`config.mk`:
```
export PLATFORM = sky130hd
export DESIGN_NAME = stc_timer
export DESIGN_NICKNAME = d
export VERILOG_FILES = /design/src/hdl/stc_pkg.sv /design/src/hdl/stc_prescaler.sv /design/src/hdl/stc_timer.sv
export SDC_FILE = /design/constraint.sdc
export NUM_CORES = 1
export LEC_CHECK = 0
export BUFFER_PORTS_ARGS = -buffer_cell sky130_fd_sc_hd__buf_2
export CAP_MARGIN = 0
export CORE_MARGIN = 3
export CORE_UTILIZATION = 57
export CTS_CLUSTER_SIZE = 12
export DETAILED_ROUTE_END_ITERATION = 12
export PLACE_DENSITY = 0.82
export SLEW_MARGIN = 10
export SYNTH_ARGS = -nofsm -noshare
export SYNTH_HDL_FRONTEND = slang
export SYNTH_SLANG_ARGS = --single-unit
export TNS_END_PERCENT = 30
```
`constraint.sdc`:
```
create_clock -name CLOCK -period 3.6 [get_ports CLOCK]
set_input_delay 0.18 -clock CLOCK [delete_from_list [all_inputs] [get_ports CLOCK]]
set_output_delay 0.18 -clock CLOCK [all_outputs]
set_load 0.05 [all_outputs]
```
`src/hdl/stc_pkg.sv`:
```
package stc_pkg;
  // register map
  localparam logic [7:0] CTRL_ADDR = 8'h10;
  localparam logic [7:0] CNT_LO_ADDR = 8'h0e;
  localparam logic [7:0] CNT_HI_ADDR = 8'h0f;
  localparam logic [7:0] FLAG_ADDR = 8'h0c;
  localparam logic [7:0] IRQEN_ADDR = 8'h8c;
  // control field positions
  localparam int ON_BIT = 0;
  localparam int CS_BIT = 1;
  localparam int SYNC_BIT = 2;
  localparam int OSC_BIT = 3;
  localparam int PS_LO = 4;
  localparam logic [7:0] CTRL_MASK = 8'h3f;
  localparam logic [7:0] CTRL_RESET = 8'h00;
  localparam int OVF_BIT = 0;
  // instruction cycle is four oscillator periods
  localparam int CLK_MHZ = 100;
  localparam int FOSC_MHZ = 20;
  localparam int INSTR_DIV = (CLK_MHZ * 4) / FOSC_MHZ;
  localparam logic [7:0] INSTR_DIV_M1 = 8'(INSTR_DIV - 1);

  typedef struct packed {
    logic [7:0] addr;
    logic [7:0] wdata;
    logic wr;
    logic rd;
  } stc_bus_s;

  typedef enum logic [1:0] {
    PS_1 = 2'b00,
    PS_2 = 2'b01,
    PS_4 = 2'b10,
    PS_8 = 2'b11
  } stc_ps_e;
endpackage

```
`src/hdl/stc_prescaler.sv`:
```
`timescale 1ns/1ps
// ripple-style prescaler run on synchronised edges; 3-bit counter
module stc_prescaler (
  // clock and reset
  input wire logic clk,
  input wire logic rst,
  // control
  input wire logic clr,
  input wire logic edge_in,
  input wire stc_pkg::stc_ps_e sel,
  // output tick
  output logic tick
);
  logic [2:0] cnt_q;

  always_ff @(posedge clk)
  begin
    if (rst || clr)
      cnt_q <= 3'h0;
    else if (edge_in)
      cnt_q <= cnt_q + 3'h1;
  end

  always_comb
  begin
    unique case (sel)
      stc_pkg::PS_1: tick = edge_in;
      stc_pkg::PS_2: tick = edge_in && (cnt_q[0] == 1'b1);
      stc_pkg::PS_4: tick = edge_in && (cnt_q[1:0] == 2'h3);
      stc_pkg::PS_8: tick = edge_in && (cnt_q == 3'h7);
    endcase
  end
endmodule

```
`src/hdl/stc_timer.sv`:
```
`timescale 1ns/1ps
module stc_timer (
  // clock and resets
  input wire logic CLOCK,
  input wire logic RST,
  input wire logic POR_RST,
  // register port
  input wire logic [7:0] ADDR,
  input wire logic [7:0] WDATA,
  input wire logic WR,
  input wire logic RD,
  output logic [7:0] RDATA,
  // pins
  input wire logic OSC_INPUT_PIN,
  input wire logic EXT_COUNT_INPUT_PIN,
  input wire logic [1:0] PORT_DIRECTION,
  output logic [1:0] PIN_OE,
  output logic OSC_RUN,
  // system
  input wire logic SLEEP,
  input wire logic [1:0] CAPTURE_COMPARE_TRIGGER,
  output logic IRQ,
  output logic WAKE,
  output logic TIMEBASE_VALID,
  output logic [15:0] COUNT
);
  stc_pkg::stc_bus_s bus;
  logic [7:0] ctrl_q;
  logic [7:0] cnt_lo_q;
  logic [7:0] cnt_hi_q;
  logic ovf_q;
  logic irqen_q;
  logic [7:0] div_q;
  logic instr_en;
  logic [2:0] osc_sync_q;
  logic [2:0] ext_sync_q;
  logic pin_edge;
  logic src_edge;
  logic ps_tick;
  logic inc;
  logic wrap;
  logic cnt_wr;
  logic trig;
  logic async_mode;

  assign bus = '{addr: ADDR, wdata: WDATA, wr: WR, rd: RD};
  assign async_mode = ctrl_q[stc_pkg::CS_BIT] && ctrl_q[stc_pkg::SYNC_BIT];
  assign cnt_wr = bus.wr && (bus.addr == stc_pkg::CNT_LO_ADDR || bus.addr == stc_pkg::CNT_HI_ADDR);
  assign trig = |CAPTURE_COMPARE_TRIGGER;

  // instruction-cycle enable from a divider
  always_ff @(posedge CLOCK)
  begin
    if (RST || div_q == stc_pkg::INSTR_DIV_M1)
      div_q <= 8'h00;
    else
      div_q <= div_q + 8'h01;
  end
  assign instr_en = (div_q == stc_pkg::INSTR_DIV_M1);

  // pins pass two flops; the third stage only feeds edge detection
  always_ff @(posedge CLOCK)
  begin
    if (RST)
    begin
      osc_sync_q <= 3'h0;
      ext_sync_q <= 3'h0;
    end
    else
    begin
      osc_sync_q <= {osc_sync_q[1:0], OSC_INPUT_PIN};
      ext_sync_q <= {ext_sync_q[1:0], EXT_COUNT_INPUT_PIN};
    end
  end

  // oscillator pin when crystal enabled, else dedicated input
  assign pin_edge = ctrl_q[stc_pkg::OSC_BIT] ? (osc_sync_q[1] && !osc_sync_q[2])
                                              : (ext_sync_q[1] && !ext_sync_q[2]);
  // internal clock ignores the sync bit
  assign src_edge = ctrl_q[stc_pkg::CS_BIT] ? pin_edge : instr_en;

  // prescaler sees edges even in sleep; only count writes and reset clear it
  stc_prescaler u_ps (
    .clk(CLOCK),
    .rst(RST),
    .clr(cnt_wr),
    .edge_in(src_edge && ctrl_q[stc_pkg::ON_BIT]),
    .sel(stc_pkg::stc_ps_e'(ctrl_q[stc_pkg::PS_LO +: 2])),
    .tick(ps_tick)
  );

  // synchronised path is gated off in sleep; async path keeps going
  assign inc = ps_tick && ctrl_q[stc_pkg::ON_BIT] && (async_mode || !SLEEP);
  assign wrap = inc && ({cnt_hi_q, cnt_lo_q} == 16'hffff);

  // control register: only the full reset clears it
  always_ff @(posedge CLOCK)
  begin
    if (POR_RST)
      ctrl_q <= stc_pkg::CTRL_RESET;
    else if (bus.wr && bus.addr == stc_pkg::CTRL_ADDR)
      ctrl_q <= bus.wdata & stc_pkg::CTRL_MASK;
  end

  // count bytes have no reset; write beats trigger beats increment
  always_ff @(posedge CLOCK)
  begin
    if (bus.wr && bus.addr == stc_pkg::CNT_LO_ADDR)
      cnt_lo_q <= bus.wdata;
    else if (trig && !async_mode && !cnt_wr)
      cnt_lo_q <= 8'h00;
    else if (inc)
      cnt_lo_q <= cnt_lo_q + 8'h01;
    if (bus.wr && bus.addr == stc_pkg::CNT_HI_ADDR)
      cnt_hi_q <= bus.wdata;
    else if (bus.wr && bus.addr == stc_pkg::CNT_LO_ADDR)
      cnt_hi_q <= cnt_hi_q;
    else if (trig && !async_mode)
      cnt_hi_q <= 8'h00;
    else if (inc && cnt_lo_q == 8'hff)
      cnt_hi_q <= cnt_hi_q + 8'h01;
  end

  // sticky flag; set beats a clearing write, trigger never sets it
  always_ff @(posedge CLOCK)
  begin
    if (POR_RST)
      ovf_q <= 1'b0;
    else if (wrap && !cnt_wr && !(trig && !async_mode))
      ovf_q <= 1'b1;
    else if (bus.wr && bus.addr == stc_pkg::FLAG_ADDR && !bus.wdata[stc_pkg::OVF_BIT])
      ovf_q <= 1'b0;
  end

  always_ff @(posedge CLOCK)
  begin
    if (POR_RST)
      irqen_q <= 1'b0;
    else if (bus.wr && bus.addr == stc_pkg::IRQEN_ADDR)
      irqen_q <= bus.wdata[stc_pkg::OVF_BIT];
  end

  // registered outputs
  always_ff @(posedge CLOCK)
  begin
    if (RST)
    begin
      IRQ <= 1'b0;
      WAKE <= 1'b0;
      PIN_OE <= 2'b00;
      OSC_RUN <= 1'b0;
      TIMEBASE_VALID <= 1'b0;
      COUNT <= 16'h0000;
    end
    else
    begin
      IRQ <= ovf_q && irqen_q;
      WAKE <= ovf_q && irqen_q && async_mode && SLEEP;
      // port direction bit 1 means input, as on the port
      PIN_OE <= ctrl_q[stc_pkg::OSC_BIT] ? 2'b00 : ~PORT_DIRECTION;
      OSC_RUN <= ctrl_q[stc_pkg::OSC_BIT];
      TIMEBASE_VALID <= !async_mode;
      COUNT <= {cnt_hi_q, cnt_lo_q};
    end
  end

  // count held in core-clock flops, so reads never tear a byte
  always_ff @(posedge CLOCK)
  begin
    if (RST)
      RDATA <= 8'h00;
    else if (bus.rd)
    begin
      unique case (bus.addr)
        stc_pkg::CTRL_ADDR: RDATA <= ctrl_q & stc_pkg::CTRL_MASK;
        stc_pkg::CNT_LO_ADDR: RDATA <= cnt_lo_q;
        stc_pkg::CNT_HI_ADDR: RDATA <= cnt_hi_q;
        stc_pkg::FLAG_ADDR: RDATA <= {7'h00, ovf_q};
        stc_pkg::IRQEN_ADDR: RDATA <= {7'h00, irqen_q};
        default: RDATA <= 8'h00;
      endcase
    end
    else
      RDATA <= 8'h00;
  end

  localparam int INSTR_GAP = stc_pkg::INSTR_DIV;
endmodule

```
==> impl_metrics.json, run 1 <==
{
  "rsz0062_at_grt": "no",
  "finalCritPeriodShare_pct": 65.3,
  "crit_required_ns": 3.58,
  "die_x_um": 79.0,
  "start_util_pct": 61.5,
  "finalHoldViolCount": 0,
  "cp_data_arrival_time_ns": 2.33,
  "finClkSkew_ns": 0.0105,
  "synth_top_area_cell": "dfxtp_1",
  "antenna_found_initial": 0,
  "drive_gt1_share_pct": 22.4,
  "vias_per_cell": 5.75,
  "fin_setup_tns_ns": 0,
  "rows": 25,
  "endpoint_kind": "flop",
  "worstMarginPinSlew_ns": 0.981,
  "clk_path_buf_depth": 2,
  "drv_slew": 0,
  "vias": 2463,
  "synth_top_flop_cell": "dfxtp_1",
  "grt_overflow": 0,
  "crit_start": "div_q[4]",
  "cts_tree": "done",
  "num_antenna_cells": 0,
  "core_sq_um": 4940,
  "yosysSeqAreaShare_pct": 52.1,
  "synth_nets": 331,
  "synth_area_per_cell_sq_um": 10.2,
  "design_area_sq_um": 3530,
  "grt_pass1_wl_um": 11000,
  "setup.worst_path.start_class": "flop",
  "mostFrequentLayoutCell": "buf_2",
  "synth_area_leaders": "dfxtp_1 36%, edfxtp_1 16%, nor2b_1 4.7%",
  "relSlewSlack_pct": 34.3,
  "grt_start_max_net_pins": 33,
  "cts-root-buf": "clkbuf_8",
  "dieArea_sq_um": 6240,
  "p_leak_nw": 1.44,
  "fill_cells": 398,
  "netlist_instances": 298,
  "clock_latency_ns": 0.34,
  "path_clk_slew_ns": 0.07,
  "synth.top_cell.area_share_pct": 36.2,
  "ios": 58,
  "place_congestion": 0.902,
  "drt_iter0_markers": 197,
  "r2r-start": "div_q[4]",
  "cap_violations": 0,
  "synthArstFlopShare_pct": 0,
  "final-seq-area_sq_um": 1580,
  "layout.nets": 389,
  "h-tree-depth": 3,
  "hold_start": "EXT_COUNT_INPUT_PIN",
  "finalSetupViolations": 0,
  "ant_nets": 0,
  "io_buffers": 57,
  "drc": 0,
  "holdWs_ns": 0.0511,
  "postCtsSetupRepairBufs": 0,
  "outcome": "completed",
  "clock-sinks": 71,
  "first_pass_iters": 4,
  "track_usage_pct": 23.4,
  "multiInputGateArea_sq_um": 1380,
  "syn_to_final_growth_pct": 16.2,
  "syn_area_sq_um": 3040,
  "final_cell_mix": "57 x buf_2, 55 x dfxtp_1, 26 x nand2_1",
  "yosysWarnings": 0,
  "dpl-instance-area_sq_um": 3350,
  "die_h_um": 79.0,
  "wl_per_cell_um": 15.7,
  "ys_types": 48,
  "p_per_area_nw_per_um2": 436,
  "ir_worst_vdd_uv": 445,
  "min_path_type": "in -> reg",
  "cts_buffers": 9,
  "synth_edf_count": 16,
  "wirelength_um": 6730,
  "layout_min_cycle_time_ns": 2.35,
  "fmax_mhz": 426,
  "hpwl_um": 4850,
  "ys_seq_elements": 71,
  "worstPathMaxFanout": 8,
  "grt_pass1_vias": 2280,
  "crit_type": "reg -> reg"
}
==> power breakdown <==
group / internal (W) / switching (W) / total [W]
clock: 0.000243 / 0.000274 / 0.000517
combinational: 0.0000535 / 0.0000999 / 0.000153
sequential: 0.000845 / 0.0000245 / 0.000870
total: 0.00114 / 0.000399 / 0.00154
==> state kept, by name, indices dropped and copies added, names as in the netlist <==
register / count
TIMEBASE_VALID: 1
ext_sync_q: 3
RDATA: 8
osc_sync_q: 3
cnt_hi_q: 8
OSC_RUN: 1
WAKE: 1
cnt_lo_q: 8
IRQ: 1
COUNT: 16
PIN_OE: 2
ovf_q: 1
u_ps.cnt_q: 3
ctrl_q: 6
div_q: 8
irqen_q: 1
==> per-stage QoR <==
stage               total power, W  worst slack [ns]  cells  util [%]
floorplan                 0.000982              1.58    298         -
global placement           0.00103              1.19    410      67.8
detailed placement         0.00104              1.12    410      67.8
CTS                        0.00155              1.24    427      71.2
global route               0.00161             0.996    428      71.4
finish                     0.00154              1.25    428      71.4
==> logic make-up after synthesis <==
family | Yosys count | synth area share [%]
simple gates | 128 | 23.3
xor+xnor | 18 | 5.19
compound gates | 50 | 11.8
flops | 71 | 52.1
mux | 9 | 3.17
buf+inv | 17 | 2.39
fa+ha+maj | 5 | 2.06
==> synth_stat cells (6+ instances only) <==
cell	instances
dfxtp_1	55
nand2_1	26
nor2b_1	23
nor2_1	22
nand3_1	20
edfxtp_1	16
a21oi_1	12
xnor2_1	10
clkbuf_1	9
a22o_1	8
xor2_1	8
nor3_1	7
o31ai_1	7
o21ai_0	6
==> repair_timing <==
item                                   in CTS  in global routing
gates resized for setup                     0                  0
hold buffers                                1                  1
endpoints found under the hold margin       1                  1
==> per-layer routing <==
| layer | track usage (%) | wire, um |
|---|---|---|
| met5 | 0 | 0 |
| met1 | 31.7 | 2850 |
| met4 | 10.5 | 179 |
| met3 | 7.37 | 680 |
| met2 | 34.2 | 3020 |
==> area by class of cell <==
type | instances | area share [%]
Sequential cell | 71 | 44.8
Tap cell | 67 | 2.38
Clock inverter | 5 | 0.709
Inverter | 5 | 0.532
Multi-Input combinational cell | 210 | 39.2
Clock buffer | 11 | 3.72
Timing Repair Buffer | 59 | 8.65
==> path summary, 6_finish.rpt <==
kind	end	slack (ns)	cells after the start
max	cnt_hi_q[5]	1.25	4
min	ext_sync_q[0]	0.05	2
max reg2reg	cnt_hi_q[5]	1.25	4
min reg2reg	osc_sync_q[1]	0.44	1
==> worst max-delay path, stage by stage (launching register included) <==
cell and delay (ns):
dfxtp_1 0.40, nor4b_1 0.48, and4b_1 0.35, o211ai_1 0.13, a21oi_1 0.63
Power figures use the tool's default switching activity.
==> run 2: changes to the inputs <==
--- a/config.mk
+++ b/config.mk
@@ -8,10 +8,10 @@
 export BUFFER_PORTS_ARGS = -buffer_cell sky130_fd_sc_hd__buf_2
 export CAP_MARGIN = 0
 export CORE_MARGIN = 3
-export CORE_UTILIZATION = 57
+export CORE_UTILIZATION = 49
 export CTS_CLUSTER_SIZE = 12
 export DETAILED_ROUTE_END_ITERATION = 12
-export PLACE_DENSITY = 0.82
+export PLACE_DENSITY = 0.75
 export SLEW_MARGIN = 10
 export SYNTH_ARGS = -nofsm -noshare
 export SYNTH_HDL_FRONTEND = slang
==> constraint.sdc (replaced) <==
create_clock -name CLOCK -period 1.95 [get_ports CLOCK]
set_input_delay 0.0975 -clock CLOCK [delete_from_list [all_inputs] [get_ports CLOCK]]
set_output_delay 0.0975 -clock CLOCK [all_outputs]
set_load 0.05 [all_outputs]
==> run 2 against run 1 <==
Global-route usage fell by 3.4 points. Highest routed layer unchanged. Power rose by 88%. Cell area rose by 4.2%. Critical endpoint is now cnt_lo_q[2]. Register-to-register slack got worse by 1.1 ns. Core utilization fell by 9.7 points. Clock power rose by 92%. Via count rose by 0.12%. Maximum frequency rose by 29%. Clock skew rose by 0.00073 ns. Sequential share of layout area fell by 1.8 points. Sequential power rose by 85%. Worst hold slack got worse by 0.013 ns.
==> impl_metrics.json, run 2 (same netlist as run 1, synthesis figures left out) <==
{
  "vias": 2466,
  "ios": 58,
  "clock_latency_ns": 0.35,
  "cpMostUsedCell": "ha_1",
  "dp.cells": 429,
  "core_sq_um": 5960,
  "outcome": "completed",
  "path_clk_slew_ns": 0.08,
  "antenna_found_initial": 0,
  "start_util_pct": 51.0,
  "grt_overflow": 0,
  "min_path_type": "in -> reg",
  "wl_met1_um": 3060,
  "place_congestion": 0.841,
  "cts_tree": "done",
  "syn_to_final_growth_pct": 21.0,
  "vias_per_cell": 5.49,
  "path_cells": "ha_1 -> ha_1 -> mux2i_1 -> a221oi_2 -> o21ai_0 -> nand2_1",
  "fin_setup_tns_ns": 0,
  "multiInputGateArea_sq_um": 1410,
  "cp_data_arrival_time_ns": 1.83,
  "cts-root-buf": "clkbuf_8",
  "cpPeakStageDelay_ns": 0.38,
  "first_pass_iters": 5,
  "largest_reg_flops": 16,
  "fmax_mhz": 550,
  "grt_start_max_net_pins": 33,
  "dieArea_sq_um": 7180,
  "ir_worst_vdd_uv": 487,
  "drive_gt1_share_pct": 26.2,
  "final_cells": 449,
  "cap_violations": 0,
  "worstPathBufferInverterCount": 0,
  "wirelength_um": 6860,
  "rsz0062_at_grt": "no",
  "topRoutingLayerUsed": "met4",
  "p_leak_nw": 1.52,
  "endpoint_kind": "flop",
  "reg2reg_depth": 6,
  "clock-sinks": 71,
  "finClkSkew_ns": 0.0112,
  "final_cell_mix": "57 x buf_2, 55 x dfxtp_1, 26 x nand2_1",
  "drc": 0,
  "die_x_um": 84.7,
  "crit_type": "reg -> reg",
  "p_per_area_nw_per_um2": 786,
  "mostFrequentLayoutCell": "buf_2",
  "grt_pass1_vias": 2324,
  "layout.nets": 402,
  "finalHoldViolCount": 0,
  "io_buffers": 57,
  "holdPathStages": 3,
  "rows": 28,
  "crit_family": "compound AO/OA/AOI/OAI gates",
  "final-seq-area_sq_um": 1580,
  "crit_slowest_cell": "dfxtp_1",
  "grt_pass1_wl_um": 11000,
  "relSlewSlack_pct": 61.1,
  "layout_min_cycle_time_ns": 1.82,
  "clk_path_buf_depth": 2,
  "die_h_um": 84.7,
  "met3_length_um": 556,
  "setup.worst_path.start_class": "flop",
  "cts_buffers": 9,
  "wl_per_cell_um": 15.3,
  "postCtsSetupRepairBufs": 0,
  "cp.depth": 6,
  "drv_slew": 0,
  "finalCritPeriodShare_pct": 93.2,
  "fill_cells": 499,
  "wl_met2_um": 3040,
  "ant_nets": 0,
  "worstPathMaxFanout": 8,
  "hpwl_um": 4970,
  "r2r_setup_slack_ns": 0.13,
  "drt_iter0_markers": 157,
  "track_usage_pct": 19.9,
  "h-tree-depth": 3,
  "finalSetupViolations": 0,
  "regMostFlops": "COUNT",
  "crit_required_ns": 1.96,
  "num_antenna_cells": 0,
  "worstMarginPinSlew_ns": 0.584
}
[run 2: where the power goes]
part / total (W) / switching (W) / internal, W / leakage (nW)
Combinational: 0.000292 / 0.000184 / 0.000108 / 0.808
Sequential: 0.00161 / 0.0000473 / 0.00156 / 0.625
Clock: 0.000992 / 0.000501 / 0.000491 / 0.0905
[run 2: metrics by stage]
step | hold WS, ns | worst slack, ns | power [W] | util (%) | cell area [sq um]
after floorplan | 0.169 | 0.108 | 0.00181 | - | 3040
after global placement | 0.254 | 0.101 | 0.00192 | 57.9 | 3450
after detailed placement | 0.258 | 0.0420 | 0.00192 | 57.9 | 3450
after CTS | 0.0309 | 0.0375 | 0.00292 | 61.4 | 3660
after global routing | 0.0453 | 0.0109 | 0.00301 | 61.7 | 3680
final | 0.0386 | 0.132 | 0.00289 | 61.7 | 3680
[run 2: final cells by class]
class,count,share of cell area (%)
multi-input combinational,210,38.2
clock inverter,4,0.578
timing repair buffer,72,11.2
inverter,5,0.510
sequential,71,43.0
tap,75,2.55
clock buffer,12,3.95
[run 2: what timing repair did]
action,4_1_cts,5_1_grt
endpoints found under the setup margin,0,16
resized for setup,0,4
hold buffers,4,0
hold endpoints to repair,4,0
[run 2: routing by layer]
metal	track usage [%]	vias to the layer above
met3	4.42	20
li1	-	1213
met5	0	-
met2	28.7	111
met1	27.1	1122
met4	12.4	0
[run 2: worst paths after layout]
check	from	to
setup reg to reg	u_ps.cnt_q[0]	cnt_lo_q[2]
setup / recovery	u_ps.cnt_q[0]	cnt_lo_q[2]
hold reg to reg	osc_sync_q[0]	osc_sync_q[1]
hold / removal	WDATA[7]	cnt_hi_q[7]
[run 2: worst min-delay path, delay by kind of cell]
family | cells | cell delay [ns]
AND/OR/NAND/NOR | 1 | 0.04
AO/OA/AOI/OAI | 1 | 0.05
buffers and inverters | 1 | 0.09
==> run 3: changes to the inputs <==
--- a/config.mk
+++ b/config.mk
@@ -7,11 +7,13 @@
 export LEC_CHECK = 0
 export BUFFER_PORTS_ARGS = -buffer_cell sky130_fd_sc_hd__buf_2
 export CAP_MARGIN = 0
+export CELL_PAD_IN_SITES_DETAIL_PLACEMENT = 2
+export CELL_PAD_IN_SITES_GLOBAL_PLACEMENT = 2
 export CORE_MARGIN = 3
-export CORE_UTILIZATION = 49
+export CORE_UTILIZATION = 31
 export CTS_CLUSTER_SIZE = 12
 export DETAILED_ROUTE_END_ITERATION = 12
-export PLACE_DENSITY = 0.75
+export PLACE_DENSITY_LB_ADDON = 0.1
 export SLEW_MARGIN = 10
 export SYNTH_ARGS = -nofsm -noshare
 export SYNTH_HDL_FRONTEND = slang
==> run 3 against run 2 <==
Final cell count is 15% higher. Sequential power hardly changed. Sequential cell count unchanged. Sequential share of layout area down 3.1 points. Critical path depth rose by 1. Clock power grew 46%. Clock-buffer cell count did not move. Register-to-register slack got worse by 0.04 ns. First-iteration DRC count shrank 60%. Combinational power rose by 16%. Clock skew shrank 0.0028 ns.
==> impl_metrics.json, run 3 (same netlist as run 1, synthesis figures left out) <==
{
  "grt_pass1_wl_um": 15600,
  "drt_iter0_markers": 63,
  "setup.worst_path.start_class": "flop",
  "p_leak_nw": 1.64,
  "drive_gt1_share_pct": 30.4,
  "crit_type": "reg -> reg",
  "ant_nets": 0,
  "die_h_um": 105,
  "crit_slowest_cell": "dfxtp_2",
  "min_path_type": "in -> reg",
  "crit_required_ns": 2.02,
  "clk_path_buf_depth": 2,
  "rsz0062_at_grt": "no",
  "rows": 35,
  "clock-sinks": 71,
  "clock_latency_ns": 0.34,
  "finalCritPeriodShare_pct": 95.4,
  "ir_worst_vdd_uv": 347,
  "dieArea_sq_um": 11000,
  "cap_violations": 0,
  "cts-root-buf": "clkbuf_8",
  "grt_pass1_vias": 2854,
  "grt_overflow": 0,
  "die_x_um": 105,
  "outcome": "completed",
  "largest_reg_flops": 16,
  "wirelength_um": 9600,
  "relSlewSlack_pct": 66.0,
  "antenna_found_initial": 0,
  "hpwl_um": 7080,
  "cp_data_arrival_time_ns": 1.93,
  "layout_min_cycle_time_ns": 1.86,
  "finClkSkew_ns": 0.00843,
  "p_per_area_nw_per_um2": 852,
  "ios": 58,
  "cts_tree": "done",
  "endpoint_kind": "flop",
  "mostFrequentLayoutCell": "buf_2",
  "regMostFlops": "COUNT",
  "drc": 0,
  "worstPathMaxFanout": 8,
  "first_pass_iters": 4,
  "drv_slew": 0,
  "syn_to_final_growth_pct": 30.8,
  "worstMarginPinSlew_ns": 0.510,
  "path_clk_slew_ns": 0.08,
  "place_congestion": 0.773,
  "fin_setup_tns_ns": 0,
  "vias": 2608,
  "finalHoldViolCount": 0,
  "track_usage_pct": 18.3,
  "layout.nets": 416,
  "wl_per_cell_um": 18.6,
  "vias_per_cell": 5.04,
  "r2r_setup_slack_ns": 0.09,
  "cts_buffers": 9,
  "start_util_pct": 32.4,
  "io_buffers": 57,
  "dp.cells": 496,
  "core_sq_um": 9370,
  "num_antenna_cells": 0,
  "final_cell_mix": "57 x buf_2, 53 x dfxtp_1, 26 x nand2_1",
  "cpPeakStageDelay_ns": 0.36,
  "finalSetupViolations": 0,
  "path_cells": "ha_4 -> ha_1 -> mux2i_2 -> a221oi_2 -> o211ai_1 -> a21oi_2 -> buf_12",
  "fmax_mhz": 538,
  "grt_start_max_net_pins": 23,
  "h-tree-depth": 3,
  "final_cells": 517
}
run 3: area by class of cell:
cell class	instances	area, sq um
clock inverter	4	73.8
tap	129	161
sequential	71	1580
timing repair buffer	86	538
multi-input combinational	210	1420
fill	1048	5400
clock buffer	12	176
inverter	5	18.8
run 3: metal layers:
layer  GRT usage (%)  vias to the layer above  part of all wire (%)
li1                -                     1237                     -
met1            24.4                     1289                    46
met2            29.9                       67                    47
met3            3.03                       15                   4.6
met4            6.47                        0                   2.0
met5               0                        -                     0
run 3: critical path, delay by kind of cell (launching register included):
kind | cells | cell delay (ns)
DFF | 1 | 0.36
AOI/OAI and AO/OA | 3 | 0.69
adders and majority gates | 2 | 0.30
muxes | 1 | 0.09
buffers and inverters | 1 | 0.14
run 3: path summary, 6_finish.rpt:
| kind | endpoint | depth (start not counted) | start |
|---|---|---|---|
| setup reg to reg | cnt_hi_q[6] | 7 | u_ps.cnt_q[1] |
| hold / removal | WAKE | 2 | SLEEP |
| setup / recovery | cnt_hi_q[6] | 7 | u_ps.cnt_q[1] |
| hold reg to reg | ext_sync_q[1] | 1 | ext_sync_q[0] |
run 3: what timing repair did:
item	CTS	global route
cloned	0	0
pin swaps	0	4
gates resized for setup	2	7
setup endpoints to repair	16	16
endpoints found under the hold margin	4	0
setup buffers	0	1
hold buffers	4	0
run 3: report_power, final:
part	internal, W	switching (W)	total (W)
logic	0.000129	0.000209	0.000338
clock network	0.000869	0.000578	0.00145
registers	0.00156	0.0000405	0.00160
run 3: through the flow:
step / hold WS (ns) / worst slack (ns) / util [%] / instance area (sq um) / total power (W)
after detailed placement: 0.257 / 0.00785 / 38.8 / 3640 / 0.00196
after global placement: 0.257 / 0.0547 / 38.8 / 3640 / 0.00196
after floorplan: 0.169 / 0.108 / - / 3040 / 0.00181
final: 0.0489 / 0.0896 / 42.4 / 3970 / 0.00338
after CTS: 0.0390 / 0.0253 / 42.1 / 3940 / 0.00343
after global routing: 0.0434 / 0.0256 / 42.4 / 3970 / 0.00354
